$ cat src/hdl/fsp_defs.svh
// register map, field positions, reset values and counts of the framed serial port
`ifndef FSP_DEFS_SVH
`define FSP_DEFS_SVH

`define FSP_ADDR_CTRL 8'h00
`define FSP_ADDR_TXDATA 8'h04
`define FSP_ADDR_RXDATA 8'h08
`define FSP_ADDR_STAT 8'h0c
`define FSP_ADDR_SLOT 8'h10

`define FSP_CTRL_EN 0
`define FSP_CTRL_CLKSRC 1
`define FSP_CTRL_TXDIR 2
`define FSP_CTRL_SLOT 3
`define FSP_CTRL_RXLVL 4
`define FSP_CTRL_TXLVL 5

`define FSP_STAT_TXPEND 0
`define FSP_STAT_TXBUSY 1
`define FSP_STAT_RXFULL 2
`define FSP_STAT_RXOVR 3

`define FSP_WORD_BITS 16
`define FSP_ADDR_BITS 8
`define FSP_CNT_W 5
`define FSP_TX_LAST 5'h0f
`define FSP_RX_LOAD 5'h10
`define FSP_DIV_HALF_LAST 2'h1
`define FSP_PIN_COUNT 8
`define FSP_SLOT_RESET 8'h00

`endif

$ cat src/hdl/fsp_pkg.sv
// types of the framed serial port
package fsp_pkg;
`include "fsp_defs.svh"

    typedef enum logic [2:0] {
        FSP_TX_IDLE = 3'b001,
        FSP_TX_SYNC = 3'b010,
        FSP_TX_SHIFT = 3'b100
    } fsp_tx_state_t;

    typedef struct packed {
        logic ctrl_en;
        logic ctrl_clksrc;
        logic ctrl_txdir;
        logic ctrl_slot;
        logic [`FSP_ADDR_BITS-1:0] slot_addr;
        logic [`FSP_WORD_BITS-1:0] tx_data;
        logic tx_pend;
        fsp_tx_state_t tx_st;
        logic [`FSP_WORD_BITS-1:0] tx_sr;
        logic [`FSP_ADDR_BITS-1:0] addr_sr;
        logic [`FSP_CNT_W-1:0] tx_cnt;
        logic [`FSP_WORD_BITS-1:0] rx_sr;
        logic [`FSP_ADDR_BITS-1:0] rx_addr_sr;
        logic [`FSP_WORD_BITS-1:0] rx_data;
        logic [`FSP_ADDR_BITS-1:0] rx_addr;
        logic [`FSP_CNT_W-1:0] rx_cnt;
        logic rx_full;
        logic rx_ovr;
        logic [1:0] div_cnt;
        logic int_clk;
        logic tx_clk_prev;
        logic rx_clk_prev;
        logic tx_fs_prev;
        logic rx_fs_prev;
        logic pin_dout;
        logic pin_dout_oe;
        logic pin_txclk;
        logic pin_txclk_oe;
        logic pin_txfs;
        logic pin_txfs_oe;
        logic pin_rxfs;
        logic pin_rxfs_oe;
        logic pready;
        logic pslverr;
        logic [31:0] prdata;
    } fsp_state_t;
endpackage

$ cat src/hdl/fsp_sync.sv
// two-flop synchroniser for a group of pin levels
`timescale 1ns/1ps
`default_nettype none
module fsp_sync #(
    parameter int W = 8
) (
    // clock and reset
    input wire logic clk_sys,
    input wire logic rst,
    // levels
    input wire logic [W-1:0] din,
    output logic [W-1:0] dout
);
    typedef struct packed {
        logic [W-1:0] s1;
        logic [W-1:0] s2;
    } fsp_sync_state_t;

    fsp_sync_state_t s_r;
    fsp_sync_state_t s_nxt;

    always_comb begin
        s_nxt = s_r;
        s_nxt.s1 = din;
        s_nxt.s2 = s_r.s1;
    end

    always_ff @(posedge clk_sys or posedge rst) begin
        if (rst) begin
            s_r <= '0;
        end else begin
            s_r <= s_nxt;
        end
    end

    assign dout = s_r.s2;
endmodule
`default_nettype wire

$ cat src/hdl/fsp_port.sv
// framed serial port: apb registers, bit clocks, frame syncs, shift registers, output float
// Function
// (RULE_01) receive bits shift in on external receive clock
// (RULE_02) receive clock level readable in control register
// (RULE_03) clock select clear: transmit clock is input
// (RULE_04) clock select set: drive transmit clock, core/4
// (RULE_05) transmit clock level readable in control register
// (RULE_06) transmit shift register drives serial data out
// (RULE_07) data out floats when idle or off
// (RULE_08) clock, frame sync, address pins float when off
// (RULE_09) receive frame sync fall starts receive shifting
// (RULE_10) slot mode: receive sync pin carries address
// (RULE_11) transmit frame sync fall starts transmit shifting
// (RULE_12) transmit sync is input until direction bit set
// (RULE_13) slot mode: transmit sync pin carries frame pulse
// (RULE_14) float entered: test reset low, pin a high, b low
// (RULE_15) float condition only for test, never bus sharing
// (RULE_16) sixteen-bit words, one per frame sync
//
// The implementer's own choices: the placing of the registers and the APB interface to the registers.
`timescale 1ns/1ps
`default_nettype none
module fsp_port
    import fsp_pkg::*;
(
    // clock and reset
    input wire logic clk_sys,
    input wire logic rst,
    // apb slave
    input wire logic psel,
    input wire logic penable,
    input wire logic pwrite,
    input wire logic [7:0] paddr,
    input wire logic [31:0] pwdata,
    output logic [31:0] prdata,
    output logic pready,
    output logic pslverr,
    // receive pins
    input wire logic rx_bit_clock,
    input wire logic serial_data_in,
    input wire logic rx_frame_sync_i,
    output logic rx_frame_sync_o,
    output logic rx_frame_sync_oe,
    // transmit pins
    input wire logic tx_bit_clock_i,
    output logic tx_bit_clock_o,
    output logic tx_bit_clock_oe,
    input wire logic tx_frame_sync_i,
    output logic tx_frame_sync_o,
    output logic tx_frame_sync_oe,
    output logic serial_data_out,
    output logic serial_data_out_oe,
    // test control pins
    input wire logic test_reset,
    input wire logic emulation_pin_a,
    input wire logic emulation_pin_b
);
    fsp_state_t s_r;
    fsp_state_t s_nxt;

    logic [`FSP_PIN_COUNT-1:0] pins_sync;
    logic rxclk_s;
    logic sdi_s;
    logic rxfs_s;
    logic txclk_s;
    logic txfs_s;
    logic trst_s;
    logic emu_a_s;
    logic emu_b_s;

    logic off_now;
    logic txclk_lvl;
    logic tx_rise;
    logic tx_fs_lvl;
    logic tx_fs_fall;
    logic rx_fall;
    logic rx_fs_lvl;
    logic rx_fs_fall;
    logic apb_setup;
    logic apb_access;

    // every pin passes two flops before use
    fsp_sync #(
        .W(`FSP_PIN_COUNT)
    ) u_sync (
        .clk_sys(clk_sys),
        .rst(rst),
        .din({rx_bit_clock, serial_data_in, rx_frame_sync_i, tx_bit_clock_i,
              tx_frame_sync_i, test_reset, emulation_pin_a, emulation_pin_b}),
        .dout(pins_sync)
    );

    assign {rxclk_s, sdi_s, rxfs_s, txclk_s, txfs_s, trst_s, emu_a_s, emu_b_s} = pins_sync;

    assign off_now = !trst_s && emu_a_s && !emu_b_s; // RULE_14
    assign txclk_lvl = s_r.ctrl_clksrc ? s_r.int_clk : txclk_s; // RULE_03 RULE_04
    assign tx_rise = txclk_lvl && !s_r.tx_clk_prev;
    // device owns frame sync when direction bit or slot mode is set
    assign tx_fs_lvl = (s_r.ctrl_txdir || s_r.ctrl_slot) ? s_r.pin_txfs : txfs_s; // RULE_12
    assign tx_fs_fall = s_r.tx_fs_prev && !tx_fs_lvl;
    assign rx_fall = !rxclk_s && s_r.rx_clk_prev; // RULE_01
    // in slot mode the frame pulse also frames the receiver
    assign rx_fs_lvl = s_r.ctrl_slot ? tx_fs_lvl : rxfs_s;
    assign rx_fs_fall = s_r.rx_fs_prev && !rx_fs_lvl;
    assign apb_setup = psel && !penable;
    assign apb_access = psel && penable && s_r.pready;

    always_comb begin
        s_nxt = s_r;

        // apb: answer in the first access cycle
        s_nxt.pready = apb_setup;
        s_nxt.pslverr = 1'b0;
        if (apb_setup) begin
            s_nxt.prdata = 32'h0;
            unique case (paddr)
                `FSP_ADDR_CTRL: begin
                    s_nxt.prdata[`FSP_CTRL_EN] = s_r.ctrl_en;
                    s_nxt.prdata[`FSP_CTRL_CLKSRC] = s_r.ctrl_clksrc;
                    s_nxt.prdata[`FSP_CTRL_TXDIR] = s_r.ctrl_txdir;
                    s_nxt.prdata[`FSP_CTRL_SLOT] = s_r.ctrl_slot;
                    s_nxt.prdata[`FSP_CTRL_RXLVL] = rxclk_s; // RULE_02
                    s_nxt.prdata[`FSP_CTRL_TXLVL] = txclk_s; // RULE_05
                end
                `FSP_ADDR_TXDATA: begin
                    s_nxt.prdata[`FSP_WORD_BITS-1:0] = s_r.tx_data;
                end
                `FSP_ADDR_RXDATA: begin
                    s_nxt.prdata[`FSP_WORD_BITS-1:0] = s_r.rx_data;
                end
                `FSP_ADDR_STAT: begin
                    s_nxt.prdata[`FSP_STAT_TXPEND] = s_r.tx_pend;
                    s_nxt.prdata[`FSP_STAT_TXBUSY] = (s_r.tx_st != FSP_TX_IDLE);
                    s_nxt.prdata[`FSP_STAT_RXFULL] = s_r.rx_full;
                    s_nxt.prdata[`FSP_STAT_RXOVR] = s_r.rx_ovr;
                end
                `FSP_ADDR_SLOT: begin
                    s_nxt.prdata[`FSP_ADDR_BITS-1:0] = s_r.slot_addr;
                    s_nxt.prdata[2*`FSP_ADDR_BITS-1:`FSP_ADDR_BITS] = s_r.rx_addr;
                end
                default: begin
                    s_nxt.pslverr = 1'b1;
                end
            endcase
        end
        if (apb_access && pwrite) begin
            unique case (paddr)
                `FSP_ADDR_CTRL: begin
                    s_nxt.ctrl_en = pwdata[`FSP_CTRL_EN];
                    s_nxt.ctrl_clksrc = pwdata[`FSP_CTRL_CLKSRC];
                    s_nxt.ctrl_txdir = pwdata[`FSP_CTRL_TXDIR];
                    s_nxt.ctrl_slot = pwdata[`FSP_CTRL_SLOT];
                end
                `FSP_ADDR_TXDATA: begin
                    s_nxt.tx_data = pwdata[`FSP_WORD_BITS-1:0];
                    s_nxt.tx_pend = 1'b1;
                end
                `FSP_ADDR_SLOT: begin
                    s_nxt.slot_addr = pwdata[`FSP_ADDR_BITS-1:0];
                end
                default: begin
                end
            endcase
        end
        // reading the word frees the holding register; a new word below wins
        if (apb_access && !pwrite && paddr == `FSP_ADDR_RXDATA) begin
            s_nxt.rx_full = 1'b0;
            s_nxt.rx_ovr = 1'b0;
        end

        // internal bit clock at a quarter of the core clock
        s_nxt.div_cnt = s_r.div_cnt + 2'h1;
        if (s_r.div_cnt == `FSP_DIV_HALF_LAST) begin // RULE_04
            s_nxt.div_cnt = 2'h0;
            s_nxt.int_clk = !s_r.int_clk;
        end

        // transmitter: data changes on rising bit clock edges
        s_nxt.tx_clk_prev = txclk_lvl;
        if (tx_rise) begin
            s_nxt.tx_fs_prev = tx_fs_lvl;
            if (tx_fs_fall && s_r.ctrl_en && s_r.tx_st != FSP_TX_SHIFT) begin // RULE_11 RULE_16
                s_nxt.tx_sr = s_r.tx_data;
                s_nxt.addr_sr = s_r.slot_addr;
                s_nxt.tx_pend = apb_access && pwrite && paddr == `FSP_ADDR_TXDATA;
                s_nxt.tx_cnt = `FSP_TX_LAST;
                s_nxt.tx_st = FSP_TX_SHIFT;
                s_nxt.pin_txfs = 1'b1;
            end else begin
                unique case (s_r.tx_st)
                    FSP_TX_IDLE: begin
                        // own frame sync: one bit clock low pulse
                        if (s_r.ctrl_en && s_r.tx_pend && (s_r.ctrl_txdir || s_r.ctrl_slot)) begin // RULE_13
                            s_nxt.pin_txfs = 1'b0;
                            s_nxt.tx_st = FSP_TX_SYNC;
                        end
                    end
                    FSP_TX_SYNC: begin
                        // frame given up if the direction changed meanwhile
                        s_nxt.pin_txfs = 1'b1;
                        s_nxt.tx_st = FSP_TX_IDLE;
                    end
                    FSP_TX_SHIFT: begin
                        if (s_r.tx_cnt == `FSP_CNT_W'(0)) begin
                            s_nxt.tx_st = FSP_TX_IDLE;
                        end else begin
                            s_nxt.tx_sr = {s_r.tx_sr[`FSP_WORD_BITS-2:0], 1'b0}; // RULE_06
                            s_nxt.addr_sr = {s_r.addr_sr[`FSP_ADDR_BITS-2:0], 1'b0}; // RULE_10
                            s_nxt.tx_cnt = s_r.tx_cnt - `FSP_CNT_W'(1);
                        end
                    end
                endcase
            end
        end

        // receiver: data and frame sync sampled on falling bit clock edges
        s_nxt.rx_clk_prev = rxclk_s;
        if (rx_fall) begin
            s_nxt.rx_fs_prev = rx_fs_lvl;
            if (s_r.rx_cnt != `FSP_CNT_W'(0)) begin
                s_nxt.rx_sr = {s_r.rx_sr[`FSP_WORD_BITS-2:0], sdi_s}; // RULE_01
                s_nxt.rx_addr_sr = {s_r.rx_addr_sr[`FSP_ADDR_BITS-2:0], rxfs_s}; // RULE_10
                s_nxt.rx_cnt = s_r.rx_cnt - `FSP_CNT_W'(1);
                if (s_r.rx_cnt == `FSP_CNT_W'(1)) begin // RULE_16
                    s_nxt.rx_data = {s_r.rx_sr[`FSP_WORD_BITS-2:0], sdi_s};
                    if (s_r.ctrl_slot) begin
                        s_nxt.rx_addr = s_r.rx_addr_sr;
                    end
                    s_nxt.rx_ovr = s_r.rx_full || (s_r.rx_ovr && s_nxt.rx_ovr);
                    s_nxt.rx_full = 1'b1;
                end
            end else if (rx_fs_fall && s_r.ctrl_en) begin // RULE_09
                s_nxt.rx_cnt = `FSP_RX_LOAD;
            end
        end

        // data and address pin drivers follow the next state, clock pin and clock/sync enables the current one; all floated while off
        s_nxt.pin_dout = s_nxt.tx_sr[`FSP_WORD_BITS-1]; // RULE_06
        s_nxt.pin_dout_oe = (s_nxt.tx_st == FSP_TX_SHIFT) && !off_now; // RULE_07
        s_nxt.pin_txclk = s_r.int_clk;
        s_nxt.pin_txclk_oe = s_r.ctrl_clksrc && !off_now; // RULE_03 RULE_04 RULE_08
        s_nxt.pin_txfs_oe = (s_r.ctrl_txdir || s_r.ctrl_slot) && !off_now; // RULE_08 RULE_12 RULE_13
        s_nxt.pin_rxfs = s_nxt.addr_sr[`FSP_ADDR_BITS-1];
        s_nxt.pin_rxfs_oe = s_r.ctrl_slot && (s_nxt.tx_st == FSP_TX_SHIFT) && !off_now; // RULE_08 RULE_10
    end

    always_ff @(posedge clk_sys or posedge rst) begin
        if (rst) begin
            s_r <= '0;
            s_r.tx_st <= FSP_TX_IDLE;
            s_r.slot_addr <= `FSP_SLOT_RESET;
            s_r.pin_txfs <= 1'b1;
            s_r.tx_fs_prev <= 1'b1;
            s_r.rx_fs_prev <= 1'b1;
        end else begin
            s_r <= s_nxt;
        end
    end

    assign prdata = s_r.prdata;
    assign pready = s_r.pready;
    assign pslverr = s_r.pslverr;
    assign rx_frame_sync_o = s_r.pin_rxfs;
    assign rx_frame_sync_oe = s_r.pin_rxfs_oe;
    assign tx_bit_clock_o = s_r.pin_txclk;
    assign tx_bit_clock_oe = s_r.pin_txclk_oe;
    assign tx_frame_sync_o = s_r.pin_txfs;
    assign tx_frame_sync_oe = s_r.pin_txfs_oe;
    assign serial_data_out = s_r.pin_dout;
    assign serial_data_out_oe = s_r.pin_dout_oe;
endmodule
`default_nettype wire

$ cat config.mk
export PLATFORM = sky130hd
export DESIGN_NAME = fsp_port
export DESIGN_NICKNAME = d
export VERILOG_FILES = /design/src/hdl/fsp_pkg.sv /design/src/hdl/fsp_sync.sv /design/src/hdl/fsp_port.sv
export VERILOG_INCLUDE_DIRS = /design/src /design/src/hdl
export SDC_FILE = /design/constraint.sdc
export NUM_CORES = 1
export LEC_CHECK = 0
export BUFFER_PORTS_ARGS = -buffer_cell sky130_fd_sc_hd__buf_2
export CORE_UTILIZATION = 62
export CTS_CLUSTER_SIZE = 25
export DETAILED_ROUTE_END_ITERATION = 8
export GPL_TIMING_DRIVEN = 0
export PLACE_DENSITY = 0.82
export SLEW_MARGIN = 20
export SYNTH_ARGS = -nofsm -noshare
export SYNTH_HDL_FRONTEND = slang
export SYNTH_SLANG_ARGS = --single-unit
$ cat constraint.sdc
create_clock -name clk_sys -period 12.4 [get_ports clk_sys]
set_input_delay 2.48 -clock clk_sys [delete_from_list [all_inputs] [get_ports clk_sys]]
set_output_delay 2.48 -clock clk_sys [all_outputs]
set_load 0.01 [all_outputs]
* Word-level counts from Yosys, hierarchy flattened
Cells that the tools add are included.
** Storage, ports and cells
- Register bits after elaboration :: 163
- Input bits :: 53
** Cells by class
- Add/sub/neg operators :: 3
- Equal/unequal tests :: 14
- Mux-type cells :: 28
- Reductions and logical operators :: 52
** Operators by type and width (number)
- 33-bit two-way mux :: 2
- 29-bit two-way mux :: 2
- 32-bit two-way mux :: 1
- 10-bit case mux with 3 select lines :: 1
- 1-bit logical AND :: 24
- 4-bit case mux with 5 select lines :: 1
- 8-bit by 4-bit equality test with 1-bit output, second input constant :: 2
- 1-bit logical NOT :: 10
- 5-bit two-way mux :: 2
- 2-bit AND reduction :: 5
- 5-bit by 1-bit subtractor with 5-bit output, second input constant :: 2
- 1-bit two-way mux :: 9
- 3-bit two-way mux :: 3
- 3-bit case mux with 3 select lines :: 1
- 3-bit AND reduction :: 3
- 8-bit by 3-bit equality test with 1-bit output, second input constant :: 1
- 8-bit by 5-bit equality test with 1-bit output, second input constant :: 1
- 8-bit logical NOT :: 1
- 2-bit two-way mux :: 4
- 2-bit case mux with 4 select lines :: 1
- 3-bit equality test, second input constant :: 2
- 3-bit != test, second input constant :: 2
- 5-bit by 1-bit equality test with 1-bit output, second input constant :: 1
- 5-bit logical NOT :: 1
- other kinds (13) :: 15

* Depth between registers and ports, before layout
- Word-level depth :: 11
- Depth in mapped cells :: 8
- Mapped depth without buffers :: 7

* Cells and area by module
A second synthesis with hierarchy kept.
** Unflattened totals
- Cell total of the unflattened synthesis :: 618
- Area, all modules :: 6993.0 um^2
** Modules (own cells, without submodules)
- fsp_port :: times used 1, cells each 601, area an instance 6588.8 um^2, sequential area each 3658.5 um^2
- fsp_sync :: times used 1, cells each 17, area an instance 404.1 um^2, sequential area each 400.4 um^2

* Worst setup path after synthesis
No wires, ideal clock.
- Path type :: input-to-reg
- From :: input port paddr[5]
- To :: register s_r[137] (netlist name)
- Library setup time :: 0.125 ns
- Data arrival time :: 3.902 ns
- Required time :: 12.275 ns
- Path slack :: 8.373 ns
- Stages :: 5
- Path buffers :: 1
- Path through :: nor3_1 -> nand2_1 -> nor3_2 -> buf_2 -> mux2_2
** Between the ends
- Word-level cells in the longest chain between the ends :: 2
** RTL lines
- start, declared :: RTL line fsp_port.sv:33 : input wire logic [7:0] paddr,
- 8-bit by 3-bit equality test with 1-bit output :: RTL line fsp_port.sv:147 : unique case (paddr)
- 2-bit AND reduction (no line)
- end signal, assigned :: RTL line fsp_port.sv:256 : s_r <= s_nxt;
- end, declared :: RTL line fsp_port.sv:58 : fsp_state_t s_r;
Every way passes these cells.
A chain may end at the register's enable or synchronous reset.

* Final worst setup path
- From :: input port paddr[5]
- To :: register s_r[143] (netlist name)
Same word-level chain as after synthesis.

==> results.md <==
Run status:
- The flow ran to the end, and the final reports show no timing, DRC or antenna violations.

Setup path:
- The endpoint identified for the worst register-to-register timing path is s_r[123].
- Setup slack on the worst reg-to-reg path comes out at 10050 ps.
- Along the worst path, the maximum fanout reaches 10.
- The worst setup path is captured at a register.
- The master of the slowest instance on the critical path is nor3_2.
- The signal on the critical path passes through buf_2, nor3_1, nand2_1, nor3_2, buf_2, mux2_2.
- The kind of cell adding the most delay to the critical path is simple AND/OR/NAND/NOR gates.
- The most prevalent standard cell on the critical path is buf_2.
- STA classifies the critical path startpoint as an input pin.
- STA puts the critical path data required time at 12710 ps.
- The startpoint identified for the worst register-to-register timing path is s_r[134].
- At the worst endpoint, the arrival time is 4550 ps.
- The delay of the slowest cell on the worst path is 620 ps.
- The total buffers and inverters traversed by the critical path is 2.
- The number of cells on the worst reg-to-reg path is 7.
- The kind of critical path is input pin to register.

Global route:
- The pin count of the biggest net entering global routing is 116.
- The initial antenna violation count is 0.
- The global route total overflow is 0.
- Global routing consumed, over all layers together, 28.41% of the routing resources.
- The via count of the first global-routing pass was 5000.
- The first global-routing pass estimated 24.83 mm of wire.

Clocking:
- Buffers added to address setup during post-CTS repair amount to 0.
- TritonCTS built the clock tree.
- The clock net in this run drives a total of 162 sinks.
- The number of buffers on the longest clock path is 2.
- The number of resized instances in the post-cts repair step is 0.
- The later-pin clock latency in the skew report is 430 ps.
- The buffer type at the clock tree root is clkbuf_16.
- The number of clock buffers added by TritonCTS is 17.
- Clock-pin slew was measured on the worst setup and hold paths at 60 ps.
- The hold buffer count at CTS is 0.
- The clock tree synthesis step divided the H-tree into 4 levels.

Synthesis:
- The synthesized flop and latch total is 162.
- For this run, the leading register cell type out of synthesis is dfrtp_1.
- In this run, synthesis inferred 0 flip-flops with an integrated enable.
- After synthesis, the netlist uses 51 different library cells.
- The post-synthesis cell count is 656.
- The average footprint of a synthesized cell is 10.70 um^2.
- The summed instance area of the synthesized netlist is 7022 um^2.
- The async set-or-reset flop fraction in the synthesized netlist is 100.0%.
- After synthesis, flip-flops and latches occupy 57.80% of the total area.
- The warning count from the yosys run is 0.

Detailed routing:
- After detailed routing, the total wire length is 15.10 mm.
- The detail-routed net length per standard cell is 16.69 um.
- The DRC violations left is 0.
- For this block, the via count after detailed routing is 5051.
- The number of iterations in the first detailed-routing pass is 5.
- The first routing iteration left 335 violations.
- The number of nets with antenna violations after detailed routing is 0.
- In the routed layout, each cell is associated on average with a via count of 5.581.

STA:
- The post-layout minimum cycle time is 4239 ps.
- Setup violations remaining at the end of the flow were counted as 0.
- The tightest hold margin is 346.2 ps.
- The total count of hold-check failures in the final report was 0.
- The portion of the clock cycle consumed by the worst path in the final layout is 34.19%.
- The final number of max-transition violations is 0.
- The clock skew is 8.980 ps.
- Setup repair after global routing left no endpoint under its margin.
- At the pin with the least slew margin, the transition time is 683.0 ps.
- The highest clock rate is 235.9 MHz.
- Adding up every negative setup slack in the final design gives 0 ps.
- The worst slew margin relative to its limit is 54.22%.
- The slack of the critical path is 8161 ps.

Placed design:
- The number of placed instances, taps included, is 873.
- In this run the tool buffered the top-level ports with 61 buffer cells.
- Detailed placement finished with a half-perimeter wire length of 10.69 mm.
- At the placement stage, the worst setup path has a slack of 7777 ps.
- The routability congestion estimate is 0.8322.

Worst hold path:
- The start point of the worst hold path is u_sync.s_nxt[1].
- The min-delay analysis places its worst path in the category register to register.
- The worst min-delay path endpoint is u_sync.dout[1].
- The cell count of the worst hold path is 0.

Floorplanning:
- The number of placement rows is 38.
- The number of top-level pins is 95.
- The die covers 11750 um^2.
- The effective utilization at floorplan is 64.21%.
- Measured along the y axis, the die boundary spans 108.4 um.
- The floorplan step set the die width to 108.4 um.
- The floorplan step defined a core boundary enclosing 10940 um^2.

Layout:
- The number of nets in the finished design is 809.
- Of the cells placed in the final design, the portion with a size suffix greater than 1 is 23.53%.
- The count of placed standard cells in the final layout, fillers left out is 905.
- The repair_antennas step left the layout with diodes totalling 0.
- The signed area change from the synthesized netlist to the final layout is 17.11%.
- The fraction of the core area covered by cells at the end of the flow is 75.19%.

Pwr:
- The maximum vdd drop is 0.0001515 V.
- The areal power density over the cells is 156.7 nW/um^2.
- The static leakage power is 4.086 nW.

Run:
- The tool flagged a number of max-cap violations equal to 0.
## how the worst max path moves through the flow
stage               startpoint        end  slack (ps)  cells past startpoint
floorplan                  rst  prdata[0]        5550                      1
global placement           rst   s_r[151]        4170                      2
detailed placement    paddr[5]   s_r[139]        7780                      6
CTS                   paddr[5]   s_r[143]        8210                      6
global route          paddr[5]   s_r[140]        8050                      6
finish                paddr[5]   s_r[143]        8160                      6
## stage by stage
stage,total power (W),instance area [um^2]
after CTS,0.001296,8215
after detailed placement,0.0007465,7594
after floorplan,0.0007040,7078
final,0.001289,8223
after global routing,0.001344,8223
after global placement,0.0007333,7559
## report_power, final
group | leakage (nW) | switching [W] | internal (W)
Clock | 0.296 | 0.000203 | 0.000346
Sequential | 2.18 | 0.0000390 | 0.000579
Combinational | 1.61 | 0.0000761 | 0.0000456
Total | 4.09 | 0.000318 | 0.000971
## flip-flops by register name (all words and copies together) (netlist names)
register / count
prdata: 16
pready: 1
pslverr: 1
rx_frame_sync_oe: 1
s_nxt: 1
s_r: 121
serial_data_out_oe: 1
tx_bit_clock_o: 1
tx_bit_clock_oe: 1
tx_frame_sync_o: 1
tx_frame_sync_oe: 1
u_sync.dout: 8
u_sync.s_nxt: 8
## per-layer routing
metal	vias up	GRT usage, %	wire, um
li1	2384	-	-
met1	2519	35.72	6486
met2	126	47.38	7639
met3	22	6.691	697
met4	0	11.68	280
met5	-	0	0
## cells in the mapped netlist, types with 5 or more instances
master,instances,area (um^2)
nand2_1,168,630.6
dfrtp_1,158,3954
o21ai_0,49,245.2
mux2_2,37,416.7
mux2i_1,34,340.3
buf_4,33,247.7
nor2_1,22,82.58
clkbuf_1,19,71.32
a22o_1,17,148.9
a21oi_1,12,60.06
a22oi_1,12,90.09
inv_1,10,37.54
nor2b_1,10,62.56
nor3_1,5,25.02
## worst register-to-register path: stages, from the launching register on
cell       delay, ps
dfrtp_1          350
clkbuf_1         180
nor3b_1          500
a2111oi_4        110
o21ai_2          420
clkbuf_1         430
nand2_1          140
o21ai_0          120
## cell type report
class,instances,area (um^2)
Timing Repair Buffer,62,332.8
Fill cell,714,2713
Tap cell,140,175.2
Buffer,61,371.6
Clock inverter,10,157.7
Sequential cell,162,4059
Multi-Input combinational cell,438,2618
Inverter,10,45.04
Clock buffer,22,464.2
## cell families (layout without fill, tap and decap cells)
family | Yosys count | in the layout | synth area share [%]
AO/OA/AOI/OAI | 114 | 114 | 10.71
AND/OR/NAND/NOR | 230 | 230 | 13.74
multiplexers | 71 | 71 | 10.78
XOR/XNOR | 3 | 3 | 0.3743
other | 1 | 16 | 0.05341
buffers and inverters | 71 | 165 | 5.827
flip-flops | 162 | 162 | 57.80
adder cells (fa/ha/maj) | 4 | 4 | 0.7128
## placed cells by master, fill, tap and decap left out, drive strengths merged, types with 10 or more instances in the layout
cell and instances:
clkbuf 41, dfrtp 158, mux2i 34, inv 10, o21ai 50, a22o 17, nor2b 10, conb 16
nor2 22, nand2 169, a22oi 12, mux2 37, a21oi 13, buf 104
Power figures use the tool's default switching activity.
